[src/logic/fpsd_pkg.sv]
// Package of constants and types for the front-panel status and digital I/O configuration block
// How it works
// - One LED per DSP, up to five, lit steadily during normal operation.
// - A DSP whose load passed 99 percent in its last completed cycle flashes its LED about 3 Hz.
// - Display: top line run/idle and headings, bottom line per-DSP values plus aggregate.
// - Short button press advances option; one-second hold before release starts auto cycling.
// - Indicators: cycle usage, overage count, bus capacity percent, transfer capacity percent.
// - Display can also show booting message and blank-microcode message.
// - Optical port carries up to 16 channels numbered 1 to 16 from fixed base.
// - 6.25 Mbit/s link limits 16 channels of 16 bits to 24.414 kHz frames.
// - Base station oversamples optical samples up to 4X for 50 or 100 kHz processing.
// - Amp light: solid connected, 2 s flash absent, 1 s charging, rapid low battery.
// - Near-clipping on any amplifier channel flashes amp light very rapidly.
// - By default bit lights follow the eight bit-addressable lines, lit when high.
// - Amp-status mode: lights 0 to 3 show power pattern, 4 to 7 clip warning.
// - Output converter delay 43 samples, input converter delay 70 samples.
// - Local analog inputs appear at channels 128 and 129.
// - Eight bit lines have own direction; each byte port has one direction.
// - After reset all digital lines are inputs until configured as outputs.
// - Lines 0 to 3 also feed the sub-microsecond event time stamper.
// - The direction configuration word also selects what the bit lights show.
// - Config bits 0-7 bit-line directions, bit 8 byte A, bit 9 byte B; one is output.
// - Light code bits 12-14: 000 bit lines, 010 amp status, 100 byte A, 101 byte B.
package fpsd_pkg;
   localparam int          CLOCK_HZ          = 100_000_000;
   localparam int          NUM_DSP           = 5;
   localparam logic [11:0] ADDR_CONFIG       = 12'h000;
   localparam logic [11:0] ADDR_DSP_STAT     = 12'h004;
   localparam logic [11:0] ADDR_DISP         = 12'h008;
   localparam logic [11:0] ADDR_DIO          = 12'h00C;
   localparam logic [11:0] ADDR_INFO         = 12'h010;
   localparam logic [11:0] ADDR_STAMP        = 12'h014;
   localparam int          CFG_BYTE_A        = 8;
   localparam int          CFG_BYTE_B        = 9;
   localparam int          CFG_CODE_LO       = 12;
   localparam logic [15:0] CFG_MASK          = 16'h73FF;
   localparam logic [15:0] CFG_RESET         = 16'h0000;
   localparam logic [2:0]  LIGHT_BITS        = 3'h0;
   localparam logic [2:0]  LIGHT_AMP         = 3'h2;
   localparam logic [2:0]  LIGHT_BYTE_A      = 3'h4;
   localparam logic [2:0]  LIGHT_BYTE_B      = 3'h5;
   localparam logic [6:0]  LOAD_LIMIT_PCT    = 7'h63;
   localparam logic [4:0]  OPT_FIRST_CH      = 5'h01;
   localparam logic [4:0]  OPT_NUM_CH        = 5'h10;
   localparam logic [7:0]  ADC_CH0           = 8'h80;
   localparam logic [7:0]  ADC_CH1           = 8'h81;
   localparam logic [7:0]  DAC_DELAY_SAMP    = 8'h2B;
   localparam logic [7:0]  ADC_DELAY_SAMP    = 8'h46;
   localparam int          LINK_BPS          = 6_250_000;
   localparam int          MAX_FRAME_HZ      = LINK_BPS / (16 * 16);
   localparam logic [2:0]  MAX_OVERSAMPLE    = 3'h4;
   // Flash half periods, button hold time and auto-cycle step in milliseconds
   localparam int          DSP_FLASH_MS      = 167;
   localparam int          VSLOW_MS          = 1000;
   localparam int          SLOW_MS           = 500;
   localparam int          RAPID_MS          = 125;
   localparam int          VRAPID_MS         = 50;
   localparam int          HOLD_MS           = 1000;
   localparam int          AUTO_MS           = 2000;
   localparam int          MS_CYCLES         = CLOCK_HZ / 1000;
   localparam logic [10:0] ZERO_MS           = 11'h000;
   localparam logic [16:0] ZERO_TICK         = 17'h00000;

   typedef enum logic [3:0] {
      FPSD_SHOW_CYC  = 4'b0001,
      FPSD_SHOW_OVR  = 4'b0010,
      FPSD_SHOW_BUS  = 4'b0100,
      FPSD_SHOW_IO   = 4'b1000
   } fpsd_show_e;

   typedef struct packed {
      logic       connected;
      logic       charging;
      logic       low_batt;
      logic       clip;
   } fpsd_amp_s;

   typedef struct packed {
      logic [1:0]  message;
      logic        running;
      logic [3:0]  indicator;
      logic        auto_cycle;
   } fpsd_disp_s;
endpackage

[src/logic/fpsd_top.sv]
// Front-panel status lights, status display control and digital I/O configuration with APB slave
`timescale 1ns/10ps
module fpsd_top
#(
   parameter int HOLD_CYCLES = fpsd_pkg::HOLD_MS * fpsd_pkg::MS_CYCLES,
   parameter int MS_TICK     = fpsd_pkg::MS_CYCLES
)
(
   input  wire logic                         clock,
   input  wire logic                         reset,
   input  wire logic                         psel,
   input  wire logic                         penable,
   input  wire logic                         pwrite,
   input  wire logic [11:0]                  paddr,
   input  wire logic [31:0]                  pwdata,
   output logic                              pready,
   output logic      [31:0]                  prdata,
   output logic                              pslverr,
   input  wire logic [fpsd_pkg::NUM_DSP-1:0] dsp_present,
   input  wire logic [fpsd_pkg::NUM_DSP-1:0] dsp_cycle_end,
   input  wire logic [6:0]                   dsp_load_pct [fpsd_pkg::NUM_DSP],
   input  wire logic                         system_running,
   input  wire logic                         dsp_booting,
   input  wire logic                         firmware_blank,
   input  wire logic                         mode_button,
   input  wire fpsd_pkg::fpsd_amp_s          amp_status,
   input  wire logic [7:0]                   bit_in,
   input  wire logic [15:0]                  word_in,
   output logic      [fpsd_pkg::NUM_DSP-1:0] dsp_led,
   output logic                              amp_light,
   output logic      [7:0]                   bit_lights,
   output fpsd_pkg::fpsd_disp_s              status_display,
   output logic      [7:0]                   bit_out,
   output logic      [7:0]                   bit_oe,
   output logic      [15:0]                  word_out,
   output logic      [15:0]                  word_oe,
   output logic      [3:0]                   stamp_event
);
   // Millisecond tick and flash phase generators
   logic [16:0] tick_q;
   logic [10:0] ms_q;
   logic        ms_tick;
   logic        dsp_ph_q, vslow_ph_q, slow_ph_q, rapid_ph_q, vrapid_ph_q;
   logic [10:0] c_dsp_q, c_vslow_q, c_slow_q, c_rapid_q, c_vrapid_q;
   assign ms_tick = (tick_q == 17'(MS_TICK - 1));

   always_ff @(posedge clock or posedge reset)
      if (reset)
         tick_q <= fpsd_pkg::ZERO_TICK;
      else
         tick_q <= ms_tick ? fpsd_pkg::ZERO_TICK : tick_q + 17'h00001;

   // One divider per pattern, each with its own fixed half period
   always_ff @(posedge clock or posedge reset)
      if (reset)
      begin
         c_dsp_q     <= fpsd_pkg::ZERO_MS;
         dsp_ph_q    <= 1'b0;
         c_vslow_q   <= fpsd_pkg::ZERO_MS;
         vslow_ph_q  <= 1'b0;
         c_slow_q    <= fpsd_pkg::ZERO_MS;
         slow_ph_q   <= 1'b0;
         c_rapid_q   <= fpsd_pkg::ZERO_MS;
         rapid_ph_q  <= 1'b0;
         c_vrapid_q  <= fpsd_pkg::ZERO_MS;
         vrapid_ph_q <= 1'b0;
      end
      else if (ms_tick)
      begin
         c_dsp_q    <= (c_dsp_q == 11'(fpsd_pkg::DSP_FLASH_MS - 1)) ? fpsd_pkg::ZERO_MS : c_dsp_q + 11'h001;
         dsp_ph_q   <= dsp_ph_q ^ (c_dsp_q == 11'(fpsd_pkg::DSP_FLASH_MS - 1));
         c_vslow_q  <= (c_vslow_q == 11'(fpsd_pkg::VSLOW_MS - 1)) ? fpsd_pkg::ZERO_MS : c_vslow_q + 11'h001;
         vslow_ph_q <= vslow_ph_q ^ (c_vslow_q == 11'(fpsd_pkg::VSLOW_MS - 1));
         c_slow_q   <= (c_slow_q == 11'(fpsd_pkg::SLOW_MS - 1)) ? fpsd_pkg::ZERO_MS : c_slow_q + 11'h001;
         slow_ph_q  <= slow_ph_q ^ (c_slow_q == 11'(fpsd_pkg::SLOW_MS - 1));
         c_rapid_q  <= (c_rapid_q == 11'(fpsd_pkg::RAPID_MS - 1)) ? fpsd_pkg::ZERO_MS : c_rapid_q + 11'h001;
         rapid_ph_q <= rapid_ph_q ^ (c_rapid_q == 11'(fpsd_pkg::RAPID_MS - 1));
         c_vrapid_q <= (c_vrapid_q == 11'(fpsd_pkg::VRAPID_MS - 1)) ? fpsd_pkg::ZERO_MS : c_vrapid_q + 11'h001;
         vrapid_ph_q <= vrapid_ph_q ^ (c_vrapid_q == 11'(fpsd_pkg::VRAPID_MS - 1));
      end

   // Configuration register and APB decode
   logic [15:0] config_q;
   logic [15:0] word_data_q;
   logic [7:0]  bit_data_q;
   logic [fpsd_pkg::NUM_DSP-1:0] over_q;
   logic [4:0]  ovr_count_q [fpsd_pkg::NUM_DSP];
   logic        access, wr_en, rd_en, addr_ok;
   logic [31:0] rd_mux;
   logic [2:0]  light_code;
   assign access     = psel & penable;
   assign wr_en      = access & pwrite;
   assign rd_en      = access & ~pwrite;
   assign light_code = config_q[fpsd_pkg::CFG_CODE_LO +: 3];
   assign addr_ok    = (paddr == fpsd_pkg::ADDR_CONFIG) | (paddr == fpsd_pkg::ADDR_DSP_STAT)
                     | (paddr == fpsd_pkg::ADDR_DISP) | (paddr == fpsd_pkg::ADDR_DIO)
                     | (paddr == fpsd_pkg::ADDR_INFO) | (paddr == fpsd_pkg::ADDR_STAMP);
   // Both byte ports share one word register; a single access reaches both
   assign rd_mux = (paddr == fpsd_pkg::ADDR_CONFIG)   ? {16'h0000, config_q} :
                   (paddr == fpsd_pkg::ADDR_DSP_STAT) ? {2'h0, ovr_count_q[4], ovr_count_q[3], ovr_count_q[2],
                                                         ovr_count_q[1], ovr_count_q[0], over_q} :
                   (paddr == fpsd_pkg::ADDR_DISP)     ? {24'h000000, status_display} :
                   (paddr == fpsd_pkg::ADDR_DIO)      ? {word_in, 8'h00, bit_in} :
                   (paddr == fpsd_pkg::ADDR_INFO)     ? {fpsd_pkg::ADC_DELAY_SAMP, fpsd_pkg::DAC_DELAY_SAMP,
                                                         fpsd_pkg::ADC_CH1, fpsd_pkg::ADC_CH0} :
                   (paddr == fpsd_pkg::ADDR_STAMP)    ? {16'(fpsd_pkg::MAX_FRAME_HZ), fpsd_pkg::MAX_OVERSAMPLE[2:0], 3'h0,
                                                         fpsd_pkg::OPT_NUM_CH, fpsd_pkg::OPT_FIRST_CH} :
                   32'h00000000;

   always_ff @(posedge clock or posedge reset)
      if (reset)
      begin
         config_q    <= fpsd_pkg::CFG_RESET;
         word_data_q <= 16'h0000;
         bit_data_q  <= 8'h00;
         pready      <= 1'b0;
         prdata      <= 32'h00000000;
         pslverr     <= 1'b0;
      end
      else
      begin
         pready  <= psel & ~penable;
         pslverr <= psel & ~penable & ~addr_ok;
         prdata  <= (psel & ~penable & ~pwrite) ? rd_mux : prdata;
         if (wr_en & pready & (paddr == fpsd_pkg::ADDR_CONFIG))
            config_q <= pwdata[15:0] & fpsd_pkg::CFG_MASK;
         if (wr_en & pready & (paddr == fpsd_pkg::ADDR_DIO))
         begin
            bit_data_q  <= pwdata[7:0];
            word_data_q <= pwdata[31:16];
         end
      end

   // DSP load overage latch per cycle
   always_ff @(posedge clock or posedge reset)
      if (reset)
      begin
         over_q <= '0;
         for (int i = 0; i < fpsd_pkg::NUM_DSP; i++)
            ovr_count_q[i] <= 5'h00;
      end
      else
         for (int i = 0; i < fpsd_pkg::NUM_DSP; i++)
            if (dsp_cycle_end[i])
            begin
               over_q[i] <= dsp_load_pct[i] > fpsd_pkg::LOAD_LIMIT_PCT;
               if (dsp_load_pct[i] > fpsd_pkg::LOAD_LIMIT_PCT)
                  ovr_count_q[i] <= ovr_count_q[i] + 5'h01;
            end

   // Mode button: short press advances, one-second hold starts auto cycling
   logic        btn_q;
   logic [31:0] hold_q;
   logic [11:0] auto_q;
   logic        auto_q_on;
   fpsd_pkg::fpsd_show_e show_q, show_next;
   logic        release_ev, advance;
   assign release_ev = btn_q & ~mode_button;
   assign advance    = (release_ev & (hold_q < 32'(HOLD_CYCLES)))
                     | (auto_q_on & ms_tick & (auto_q == 12'(fpsd_pkg::AUTO_MS - 1)));
   always_comb
   begin
      unique case (show_q)
         fpsd_pkg::FPSD_SHOW_CYC: show_next = fpsd_pkg::FPSD_SHOW_OVR;
         fpsd_pkg::FPSD_SHOW_OVR: show_next = fpsd_pkg::FPSD_SHOW_BUS;
         fpsd_pkg::FPSD_SHOW_BUS: show_next = fpsd_pkg::FPSD_SHOW_IO;
         fpsd_pkg::FPSD_SHOW_IO:  show_next = fpsd_pkg::FPSD_SHOW_CYC;
         default:                 show_next = fpsd_pkg::FPSD_SHOW_CYC;
      endcase
   end

   always_ff @(posedge clock or posedge reset)
      if (reset)
      begin
         btn_q     <= 1'b0;
         hold_q    <= 32'h00000000;
         auto_q    <= 12'h000;
         auto_q_on <= 1'b0;
         show_q    <= fpsd_pkg::FPSD_SHOW_CYC;
      end
      else
      begin
         btn_q  <= mode_button;
         hold_q <= mode_button ? ((hold_q == 32'hFFFFFFFF) ? hold_q : hold_q + 32'h00000001) : 32'h00000000;
         if (release_ev)
            auto_q_on <= hold_q >= 32'(HOLD_CYCLES);
         if (ms_tick)
            auto_q <= (auto_q == 12'(fpsd_pkg::AUTO_MS - 1)) ? 12'h000 : auto_q + 12'h001;
         if (advance)
            show_q <= show_next;
      end

   // Outputs
   logic [3:0] power_pat;
   logic       amp_pat, clip_pat;
   assign clip_pat = amp_status.clip & vrapid_ph_q;
   assign amp_pat  = amp_status.clip      ? vrapid_ph_q :
                     amp_status.low_batt  ? rapid_ph_q :
                     amp_status.charging  ? slow_ph_q :
                     amp_status.connected ? 1'b1 : vslow_ph_q;
   assign power_pat = {4{amp_status.low_batt ? rapid_ph_q : amp_status.charging ? slow_ph_q :
                         amp_status.connected ? 1'b1 : vslow_ph_q}};

   always_ff @(posedge clock or posedge reset)
      if (reset)
      begin
         dsp_led        <= '0;
         amp_light      <= 1'b0;
         bit_lights     <= 8'h00;
         status_display <= '0;
         bit_out        <= 8'h00;
         bit_oe         <= 8'h00;
         word_out       <= 16'h0000;
         word_oe        <= 16'h0000;
         stamp_event    <= 4'h0;
      end
      else
      begin
         for (int i = 0; i < fpsd_pkg::NUM_DSP; i++)
            dsp_led[i] <= dsp_present[i] & (~over_q[i] | dsp_ph_q);
         amp_light <= amp_pat;
         unique case (light_code)
            fpsd_pkg::LIGHT_AMP:    bit_lights <= {{4{clip_pat}}, power_pat};
            fpsd_pkg::LIGHT_BYTE_A: bit_lights <= word_in[7:0];
            fpsd_pkg::LIGHT_BYTE_B: bit_lights <= word_in[15:8];
            default:                bit_lights <= bit_in;
         endcase
         status_display <= '{message: {firmware_blank, dsp_booting}, running: system_running,
                             indicator: show_q, auto_cycle: auto_q_on};
         bit_oe   <= config_q[7:0];
         word_oe  <= {{8{config_q[fpsd_pkg::CFG_BYTE_B]}}, {8{config_q[fpsd_pkg::CFG_BYTE_A]}}};
         bit_out  <= bit_data_q;
         word_out <= word_data_q;
         stamp_event <= bit_in[3:0];
      end

   // Assertions
   reset_inputs_a: assert property (@(posedge clock) $fell(reset) |-> (bit_oe == 8'h00 && word_oe == 16'h0000))
      else $error("digital lines not inputs after reset");
   byte_dir_a: assert property (@(posedge clock) disable iff (reset)
      word_oe[15:8] == {8{$past(config_q[fpsd_pkg::CFG_BYTE_B])}})
      else $error("byte B direction mismatch");
   bit_dir_a: assert property (@(posedge clock) disable iff (reset) bit_oe == $past(config_q[7:0]))
      else $error("bit line direction mismatch");
   light_default_a: assert property (@(posedge clock) disable iff (reset)
      $past(light_code) == fpsd_pkg::LIGHT_BITS |-> bit_lights == $past(bit_in))
      else $error("bit lights do not follow lines");
   light_byte_a: assert property (@(posedge clock) disable iff (reset)
      $past(light_code) == fpsd_pkg::LIGHT_BYTE_B |-> bit_lights == $past(word_in[15:8]))
      else $error("bit lights do not follow byte B");
   amp_solid_a: assert property (@(posedge clock) disable iff (reset)
      $past(amp_status) == 4'b1000 |-> amp_light)
      else $error("amp light not solid when connected");
   dsp_steady_a: assert property (@(posedge clock) disable iff (reset)
      $past(dsp_present[0] & ~over_q[0]) |-> dsp_led[0])
      else $error("dsp led not steady");
   stamp_follow_a: assert property (@(posedge clock) disable iff (reset) stamp_event == $past(bit_in[3:0]))
      else $error("time stamp lines mismatch");
endmodule

[config.mk]
export PLATFORM = sky130hd
export DESIGN_NAME = fpsd_top
export DESIGN_NICKNAME = d
export VERILOG_FILES = /design/src/logic/fpsd_pkg.sv /design/src/logic/fpsd_top.sv
export SDC_FILE = /design/constraint.sdc
export NUM_CORES = 1
export LEC_CHECK = 0
export BUFFER_PORTS_ARGS = -buffer_cell sky130_fd_sc_hd__clkbuf_2
export CAP_MARGIN = 40
export CORE_MARGIN = 2
export CORE_UTILIZATION = 45
export DETAILED_ROUTE_END_ITERATION = 16
export GPL_TIMING_DRIVEN = 0
export PLACE_DENSITY_LB_ADDON = 0.3
export SLEW_MARGIN = 20
export SYNTH_ARGS = -nofsm -noshare
export SYNTH_HDL_FRONTEND = slang
export SYNTH_SLANG_ARGS = --single-unit
[constraint.sdc]
create_clock -name clock -period 8.85 [get_ports clock]
set_input_delay 0.4425 -clock clock [delete_from_list [all_inputs] [get_ports clock]]
set_output_delay 0.4425 -clock clock [all_outputs]
set_load 0.01 [all_outputs]
==> results.py, run 1 <==
metrics = {
    "layout": {
        "utilization_pct": 55.91,
        "area_growth_pct": 21.51,
        "layout.nets": 1594,
        "drive_gt1_share_pct": 24.07,
    },
    "critical_path": {
        "cp_common_cell": "clkbuf_1",
        "cp_cell_sequence": "nor4bb_1, and4_1, clkbuf_1, clkbuf_1, buf_1, o22ai_1",
        "cp_data_arrival_time_ns": 3.40,
        "crit_path_end_kind": "register",
        "path_class": "register to register",
        "crit_fanout": 10,
        "crit_family": "buffers and inverters",
        "critPathMaxStageDelay_ns": 0.52,
        "slowest_stage": "clkbuf_1",
        "crit_buf_inv": 3,
        "startpoint_type": "register",
        "cp_data_required_time_ns": 9.25,
    },
    "die": {
        "num_rows": 61,
        "die_y_um": 173.2,
        "pin_count": 234,
        "dieArea_mm2": 0.03001,
        "initial_core_util_pct": 46.01,
        "die_x_um": 173.2,
        "coreArea_mm2": 0.02801,
    },
    "clock_network": {
        "max-clock-path-buffers": 3,
        "cts-buffers-inserted": 30,
        "ctsResizeCount": 0,
        "clkTransAtPathRegs_ns": 0.06,
        "cts_tree": "done",
        "clock_latency_ns": 0.55,
        "h-tree-depth": 1,
        "cts.sinks": 288,
        "cts.root.buffer_cell": "clkbuf_16",
    },
    "status": {
        "violations": "hold timing",
        "status": "finished with violations",
    },
    "sta": {
        "max_slew_margin_pct": 47.50,
        "tightestPinTransition_ns": 0.7808,
        "skew_ns": 0.01666,
        "hold_viol": 11,
        "finalSetupTns_ns": 0,
        "post-route-period-util_pct": 33.85,
        "fin_crit_ns": 2.995,
        "final.setup.worst_slack_ns": 5.855,
        "setup-violations-final": 0,
        "drv_slew": 0,
        "maxClockFrequency_ghz": 0.3338,
        "rsz0062_at_grt": "false",
        "whs_ns": -0.01086,
    },
    "min_path": {
        "hp-class": "primary input to async pin",
    },
    "drt": {
        "drc_errors": 0,
        "num_vias": 10170,
        "routed_wl_mm": 32.77,
        "drt-wirelength-per-cell_um": 17.67,
        "drt_iter0_markers": 936,
        "vias_per_cell": 5.483,
        "dr.pass1.iters": 5,
        "ant_nets": 0,
    },
    "global_routing": {
        "grt_pass1_vias": 9977,
        "grtUsageTotal_pct": 21.61,
        "antenna_found_initial": 1,
        "grt_start_max_net_pins": 102,
        "grt_pass1_wl_mm": 52.70,
        "overflow": 0,
    },
    "synth": {
        "yosysTopAreaCell": "dfrtp_1",
        "ys.warnings.count": 0,
        "postSynthAreaPerCell_um2": 10.79,
        "yosysUniqueCellTypes": 60,
        "synth-xor-area-share_pct": 5.505,
        "synthesis.area_mm2": 0.01289,
        "synth_top_area_share_pct": 55.73,
        "synth_most_common_cell": "dfrtp_1",
        "synth_seq_cells": 288,
        "synthArstFlopShare_pct": 100.0,
        "synth_mux_area_share_pct": 5.408,
        "synthFlopType": "dfrtp_1",
        "yosys.area_share.simple_pct": 16.71,
        "synthCells": 1194,
        "synth_top_family_by_area": "simple AND/OR/NAND/NOR gates",
        "synth-edff-count": 0,
        "synth_compound_area_share_pct": 11.48,
        "synth.area.top_cells": "dfrtp_1 56%, o21ai_0 3.7%, xnor2_1 3.5%",
        "synthAdderAreaFrac_pct": 1.650,
        "synth_common_cells": "287 x dfrtp_1, 117 x nand2_1, 96 x o21ai_0, 79 x nor2_1, 52 x xnor2_1",
        "synth.net_count": 1337,
        "ys_seq_area_share_pct": 55.93,
    },
    "place": {
        "dp_slack_ns": 5.410,
        "dpl.hpwl_mm": 24.09,
        "gp_congestion": 0.8463,
        "io_buffers": 218,
    },
    "power": {
        "power_leakage_nw": 7.296,
        "irDropWorstVdd_mv": 0.1588,
        "p_total_mw": 3.084,
        "power_density_mw_per_mm2": 196.9,
    },
    "flow_run": {
        "maxCapViolCount": 0,
    },
}
-- repair_timing --
| action | in CTS | in global routing |
|---|---|---|
| setup buffers | 0 | 0 |
| endpoints found under the setup margin | 0 | 0 |
| hold buffers | 2 | 0 |
| hold endpoints to repair | 2 | 0 |
-- final timing paths --
check	cells after the start	to	from	slack [ns]
worst max-delay path	6	c_rapid_q[1]	tick_q[10]	5.85
worst min-delay path	2	tick_q[10]	reset	-0.01
worst max register to register	6	c_rapid_q[1]	tick_q[10]	5.85
worst min register to register	0	bit_out[0]	bit_data_q[0]	0.37
max in group asynchronous	3	show_q[0]	reset	7.91
min in group clock	1	stamp_event[2]	bit_in[2]	0.07
-- metal layers --
layer	GRT usage (%)	vias to the layer above	part of all wire, %
met3	3.399	58	6.0
met2	37.05	332	49
li1	-	4799	-
met1	28.25	4976	43
met5	0	-	0
met4	6.815	0	2.7
-- placed cells by master, fill, tap and decap left out, types with 13 or more instances in the layout --
cell type and n:
nand2b_1 13, and2_1 13, inv_1 28, mux2i_1 13
dfrtp_1 287, a21oi_1 35, nand2_1 117, nor3_1 27
xnor2_1 52, clkbuf_16 31, ha_1 17, o31ai_1 15
nor2_1 79, nand3_1 39, xor2_1 29, nand4_1 46
clkbuf_1 42, clkbuf_2 218, buf_4 16, a31oi_1 28
mux2_2 37, o21ai_0 96
-- final cells by class --
class / instances / area (um2)
timing repair buffer: 225 / 1180
clock buffer: 47 / 935.9
sequential: 288 / 7208
clock inverter: 9 / 173.9
buffer: 60 / 319.1
multi-input combinational: 817 / 5251
antenna: 1 / 2.502
fill: 2425 / 12350
inverter: 29 / 116.4
tap: 378 / 473.0
-- power by group --
part	switching (mW)	internal, mW	leakage (nW)
combinational	0.119	0.103	2.84
sequential	0.0879	1.40	3.90
clock	0.510	0.868	0.548
total	0.718	2.37	7.30
-- metrics by stage --
stage	std cells	hold WS, ns	cell area, um2
2_1_floorplan	1194	0.3501	12890
3_3_place_gp	1790	0.3535	14450
3_5_place_dp	1795	0.3585	14530
4_1_cts	1853	0.01847	15660
5_1_grt	1854	0.03329	15660
6_report	1854	-0.01086	15660
-- cells by family after synthesis --
kind of cell    after synthesis
flops                       288
mux                          60
simple gates                415
fa+ha+maj                    17
buf+inv                      89
xor+xnor                     81
compound gates              244
-- registers in the layout, indices dropped and copies added (netlist names), 5 cells and up --
name            cells
ovr_count_q        25
c_dsp_q            11
tick_q             17
bit_data_q          8
config_q           13
auto_q             12
c_vrapid_q         11
c_vslow_q          11
word_out           16
bit_out             8
hold_q             32
bit_oe              8
c_rapid_q          11
bit_lights          8
status_display      8
prdata             32
c_slow_q           11
word_data_q        16
over_q              5
dsp_led             5
No activity file was read; power rests on OpenSTA's default activity.
==> run 2: changes to the inputs <==
==> constraint.sdc (replaced) <==
create_clock -name clock -period 2.9 [get_ports clock]
set_input_delay 0.145 -clock clock [delete_from_list [all_inputs] [get_ports clock]]
set_output_delay 0.145 -clock clock [all_outputs]
set_load 0.01 [all_outputs]
==> results.py, run 2 (same netlist as run 1, synthesis figures left out) <==
metrics = {
    "sta": {
        "setup-violations-final": 0,
        "post-route-period-util_pct": 92.55,
        "tightestPinTransition_ns": 0.7964,
        "maxClockFrequency_ghz": 0.3726,
        "hold_viol": 0,
        "whs_ns": 0.02140,
        "max_slew_margin_pct": 46.50,
        "skew_ns": 0.01698,
        "rsz0062_at_grt": "false",
        "fin_crit_ns": 2.684,
        "drv_slew": 0,
    },
    "critical_path": {
        "crit_fanout": 9,
        "startpoint_type": "register",
        "cp_data_arrival_time_ns": 3.15,
        "crit_path_end_kind": "register",
        "cp_data_required_time_ns": 3.37,
        "path_class": "register to register",
    },
    "drt": {
        "drc_errors": 0,
        "routed_wl_mm": 34.08,
        "drt-wirelength-per-cell_um": 17.63,
        "vias_per_cell": 5.488,
        "dr.pass1.iters": 6,
        "num_vias": 10610,
        "drt_iter0_markers": 861,
        "ant_nets": 0,
    },
    "power": {
        "p_sw_mw": 2.210,
        "p_comb_share_pct": 8.4,
        "clockPowerShare_pct": 42.8,
        "irDropWorstVdd_mv": 0.3883,
        "swShare_pct": 23.77,
        "power_leakage_nw": 7.644,
        "p_seq_share_pct": 48.7,
        "power_density_mw_per_mm2": 564.4,
        "p_int_mw": 7.086,
    },
    "die": {
        "initial_core_util_pct": 46.01,
        "num_rows": 61,
        "die_x_um": 173.2,
        "pin_count": 234,
        "die_y_um": 173.2,
        "dieArea_mm2": 0.03001,
        "coreArea_mm2": 0.02801,
    },
    "status": {
        "status": "complete, no violations",
    },
    "clock_network": {
        "cts.root.buffer_cell": "clkbuf_16",
        "h-tree-depth": 1,
        "clkTransAtPathRegs_ns": 0.06,
        "cts.sinks": 288,
        "max-clock-path-buffers": 3,
        "clock_latency_ns": 0.55,
        "cts_tree": "done",
        "cts-buffers-inserted": 31,
    },
    "layout": {
        "mostFrequentLayoutCells": "287 x dfrtp_1, 220 x clkbuf_2, 117 x nand2_1",
        "final_cell_area_mm2": 0.01647,
        "multi_input_area_mm2": 0.005271,
        "seq_area_mm2": 0.007208,
        "stdcell_count": 1933,
        "area_growth_pct": 27.80,
        "top_regs": "hold_q (32), prdata (32), ovr_count_q (25)",
        "nFillCells": 2311,
        "layout.nets": 1674,
        "final_common_cell": "dfrtp_1",
        "drive_gt1_share_pct": 23.15,
        "antenna_cells": 0,
    },
    "global_routing": {
        "overflow": 0,
        "grt_pass1_wl_mm": 55.48,
        "grt_pass1_vias": 10540,
        "antenna_found_initial": 1,
        "grtUsageTotal_pct": 22.78,
        "grt_start_max_net_pins": 34,
    },
    "min_path": {
        "hp-class": "primary input to register",
    },
    "place": {
        "place_inst": 1801,
        "io_buffers": 218,
        "gp_congestion": 0.8701,
        "dpl.hpwl_mm": 24.49,
        "place_area_mm2": 0.01468,
    },
    "flow_run": {
        "maxCapViolCount": 0,
    },
}
run 2: changes by cell type in the layout (fill, tap and decap cells not counted), moves of 2 or more:
cell and delta:
clkbuf_2 +2, clkbuf_1 +7, dlygate4sd3_1 +72, clkinvlp_4 +2, buf_1 -2, buf_12 +8, clkbuf_8 -6
run 2: power by group through the flow:
stage	Combinational [mW]	Clock [mW]	Sequential, mW
after floorplan	0.395	0	4.54
final	0.785	3.98	4.53
after global routing	0.886	4.24	4.55
after detailed placement	0.707	0	4.59
after CTS	0.795	4.07	4.52
after global placement	0.652	0	4.58
run 2: final cells by class:
type	instances	area share [%]
Clock buffer	49	5.364
Inverter	29	0.6837
Sequential cell	288	43.77
Clock inverter	8	0.8661
Tap cell	378	2.872
Multi-Input combinational cell	817	32.01
Buffer	60	1.952
Timing Repair Buffer	304	12.49
run 2: repair_timing:
item	CTS	global route
pin swaps	0	0
setup buffers	0	0
hold buffers	74	0
setup endpoints to repair	10	10
hold endpoints to repair	155	0
gates resized for setup	1	4
run 2: metrics by stage:
step / util [%] / power (mW) / setup slack, ns / setup TNS [ns]
floorplan: - / 4.931 / -1.063 / -305.24
global placement: 51.61 / 5.233 / -2.810 / -804.41
detailed placement: 52.41 / 5.294 / -0.3050 / -6.306
CTS: 58.73 / 9.384 / 0.08413 / 0
global route: 58.80 / 9.685 / 0.02397 / 0
finish: 58.80 / 9.295 / 0.2160 / 0
run 2: routing by layer:
metal | up-vias | wire length, um | global-route usage (%)
met4 | 0 | 1124 | 8.051
met5 | - | 0 | 0
met3 | 81 | 2296 | 4.254
li1 | 4957 | - | -
met2 | 394 | 16330 | 37.78
met1 | 5176 | 14320 | 30.08
run 2: worst max-delay path, cell delays in order (launching register included):
cell and delay, ns:
dfrtp_1 0.46, and4_1 0.24, clkbuf_1 0.14, and3_1 0.19, clkbuf_1 0.21, a31oi_1 0.54, or4b_2 0.65, a21oi_1 0.17
run 2: worst paths after layout:
path / start / endpoint / slack [ns] / cells past startpoint
setup / recovery: hold_q[25] / hold_q[29] / 0.22 / 7
hold / removal: dsp_load_pct[19] / ovr_count_q[10] / 0.02 / 4
setup reg to reg: hold_q[25] / hold_q[29] / 0.22 / 7
hold reg to reg: word_data_q[4] / word_out[4] / 0.37 / 0
max in group asynchronous: reset / bit_oe[2] / 1.51 / 8
min in group asynchronous: reset / hold_q[14] / 0.07 / 3
==> run 3: changes to the inputs <==
--- a/config.mk
+++ b/config.mk
@@ -9,8 +9,10 @@
 export CAP_MARGIN = 40
 export CORE_MARGIN = 2
 export CORE_UTILIZATION = 45
+export CTS_BUF_LIST = sky130_fd_sc_hd__clkbuf_2 sky130_fd_sc_hd__clkbuf_4 sky130_fd_sc_hd__clkbuf_8
 export DETAILED_ROUTE_END_ITERATION = 16
 export GPL_TIMING_DRIVEN = 0
+export HOLD_SLACK_MARGIN = 0.08
 export PLACE_DENSITY_LB_ADDON = 0.3
 export SLEW_MARGIN = 20
 export SYNTH_ARGS = -nofsm -noshare
==> results.py, run 3 (same netlist as run 1, synthesis figures left out) <==
metrics = {
    "critical_path": {
        "cp_data_required_time_ns": 3.38,
        "timing.rr.start": "hold_q[25]",
        "crit_fanout": 9,
        "cp_data_arrival_time_ns": 3.16,
        "startpoint_type": "register",
        "crit_path_end_kind": "register",
        "startpoint": "hold_q[25]",
        "r2r_cells": 7,
        "r2r_slack_ns": 0.23,
        "rr_endpoint": "hold_q[29]",
        "path_class": "register to register",
        "crit_end": "hold_q[29]",
    },
    "clock_network": {
        "cts.root.buffer_cell": "clkbuf_8",
        "cts-buffers-inserted": 48,
        "cts_tree": "done",
        "max-clock-path-buffers": 3,
        "clkTransAtPathRegs_ns": 0.06,
        "h-tree-depth": 2,
        "clock_latency_ns": 0.56,
        "post_cts.repair.setup_buffers": 0,
        "cts.sinks": 288,
    },
    "sta": {
        "final.setup.worst_slack_ns": 0.2266,
        "max_slew_margin_pct": 45.00,
        "fin_crit_ns": 2.673,
        "skew_ns": 0.01372,
        "maxClockFrequency_ghz": 0.3741,
        "tightestPinTransition_ns": 0.8187,
        "drv_slew": 0,
        "rsz0062_at_grt": "false",
        "post-route-period-util_pct": 92.19,
        "setup-violations-final": 0,
        "hold_viol": 0,
    },
    "die": {
        "die_x_um": 173.2,
        "initial_core_util_pct": 46.01,
        "num_rows": 61,
        "dieArea_mm2": 0.03001,
        "coreArea_mm2": 0.02801,
        "pin_count": 234,
        "die_y_um": 173.2,
    },
    "layout": {
        "top_regs": "hold_q (32), prdata (32), ovr_count_q (25)",
        "multi_input_area_mm2": 0.005258,
        "stdcell_count": 1975,
        "antenna_cells": 0,
        "nFillCells": 2309,
        "layout.nets": 1707,
        "drive_gt1_share_pct": 24.98,
        "mostFrequentLayoutCells": "287 x dfrtp_1, 220 x clkbuf_2, 117 x nand2_1",
        "area_growth_pct": 28.68,
        "final_common_cell": "dfrtp_1",
        "seq_area_mm2": 0.007208,
    },
    "flow_run": {
        "maxCapViolCount": 0,
    },
    "global_routing": {
        "overflow": 0,
        "grt_pass1_vias": 10750,
        "grt_start_max_net_pins": 34,
        "grtUsageTotal_pct": 23.28,
        "antenna_found_initial": 1,
        "grt_pass1_wl_mm": 56.67,
    },
    "power": {
        "power_leakage_nw": 7.725,
        "p_total_mw": 9.001,
        "irDropWorstVdd_mv": 0.3282,
        "power_density_mw_per_mm2": 542.8,
    },
    "min_path": {
        "hp-class": "primary input to register",
    },
    "drt": {
        "drt_iter0_markers": 920,
        "num_vias": 10740,
        "routed_wl_mm": 34.51,
        "drc_errors": 0,
        "drt-wirelength-per-cell_um": 17.47,
        "ant_nets": 0,
        "dr.pass1.iters": 5,
        "vias_per_cell": 5.440,
    },
    "place": {
        "io_buffers": 218,
        "dpl.hpwl_mm": 24.49,
        "place_inst": 1801,
        "gp_congestion": 0.8701,
        "dp_slack_ns": -0.3050,
    },
    "status": {
        "status": "complete, no violations",
    },
}
## run 3: cell types whose count changed in the layout (fill, tap and decap cells not counted), moves of 4 or more
cell | previous run | this run
clkbuf_1 | 49 | 35
clkbuf_8 | 4 | 60
clkbuf_4 | 0 | 17
clkbuf_16 | 31 | 0
dlygate4sd3_1 | 74 | 90
bufinv_16 | 4 | 0
## run 3: layout make-up
cell class                      count  area share (%)
Inverter                           29          0.6790
Clock inverter                      6          0.2414
Tap cell                          378           2.852
Timing Repair Buffer              320           13.37
Buffer                             60           1.939
Sequential cell                   288           43.47
Multi-Input combinational cell    817           31.70
Clock buffer                       77           5.749
## run 3: worst max-delay path, cell delays in order (launching register included)
cell	delay, ns
dfrtp_1	0.47
and4_1	0.24
clkbuf_1	0.14
and3_1	0.19
clkbuf_1	0.21
a31oi_1	0.53
or4b_2	0.65
a21oi_1	0.17
## run 3: what timing repair did
action / in CTS / in global routing
hold endpoints to repair: 258 / 0
pin swaps: 0 / 0
gates resized for setup: 1 / 2
setup endpoints to repair: 10 / 9
hold buffers: 90 / 0
## run 3: per-stage QoR
stage                     utilization (%)  setup TNS (ns)  area (um2)  hold slack, ns
after floorplan                         -         -305.24       12890          0.1764
after global placement              51.61         -804.41       14460          0.2584
after detailed placement            52.41          -6.306       14680         0.08859
after CTS                           59.18               0       16580         0.08197
after global routing                59.20               0       16580          0.1100
final                               59.20               0       16580          0.1011
## run 3: worst min path at each step
stage                              start                 to  slack (ns)  depth (start not counted)
after CTS                     word_in[5]         prdata[21]        0.08                          4
after global placement    firmware_blank  status_display[7]        0.26                          1
final                         word_in[5]         prdata[21]        0.10                          4
after detailed placement           reset         hold_q[21]        0.09                          2
after global routing          word_in[5]         prdata[21]        0.11                          4
after floorplan              mode_button              btn_q        0.18                          0
## run 3: power breakdown
part	switching [mW]	internal, mW
logic	0.394	0.410
clock network	1.59	2.07
registers	0.270	4.26
## run 3: metal layers
metal / part of all wire, % / track usage [%] / wire length, um / up-vias
li1: - / - / - / 5029
met1: 44 / 31.09 / 15060 / 5284
met2: 49 / 39.37 / 16780 / 371
met3: 5.4 / 3.706 / 1858 / 60
met4: 2.3 / 6.850 / 805 / 0
met5: 0 / 0 / 0 / -
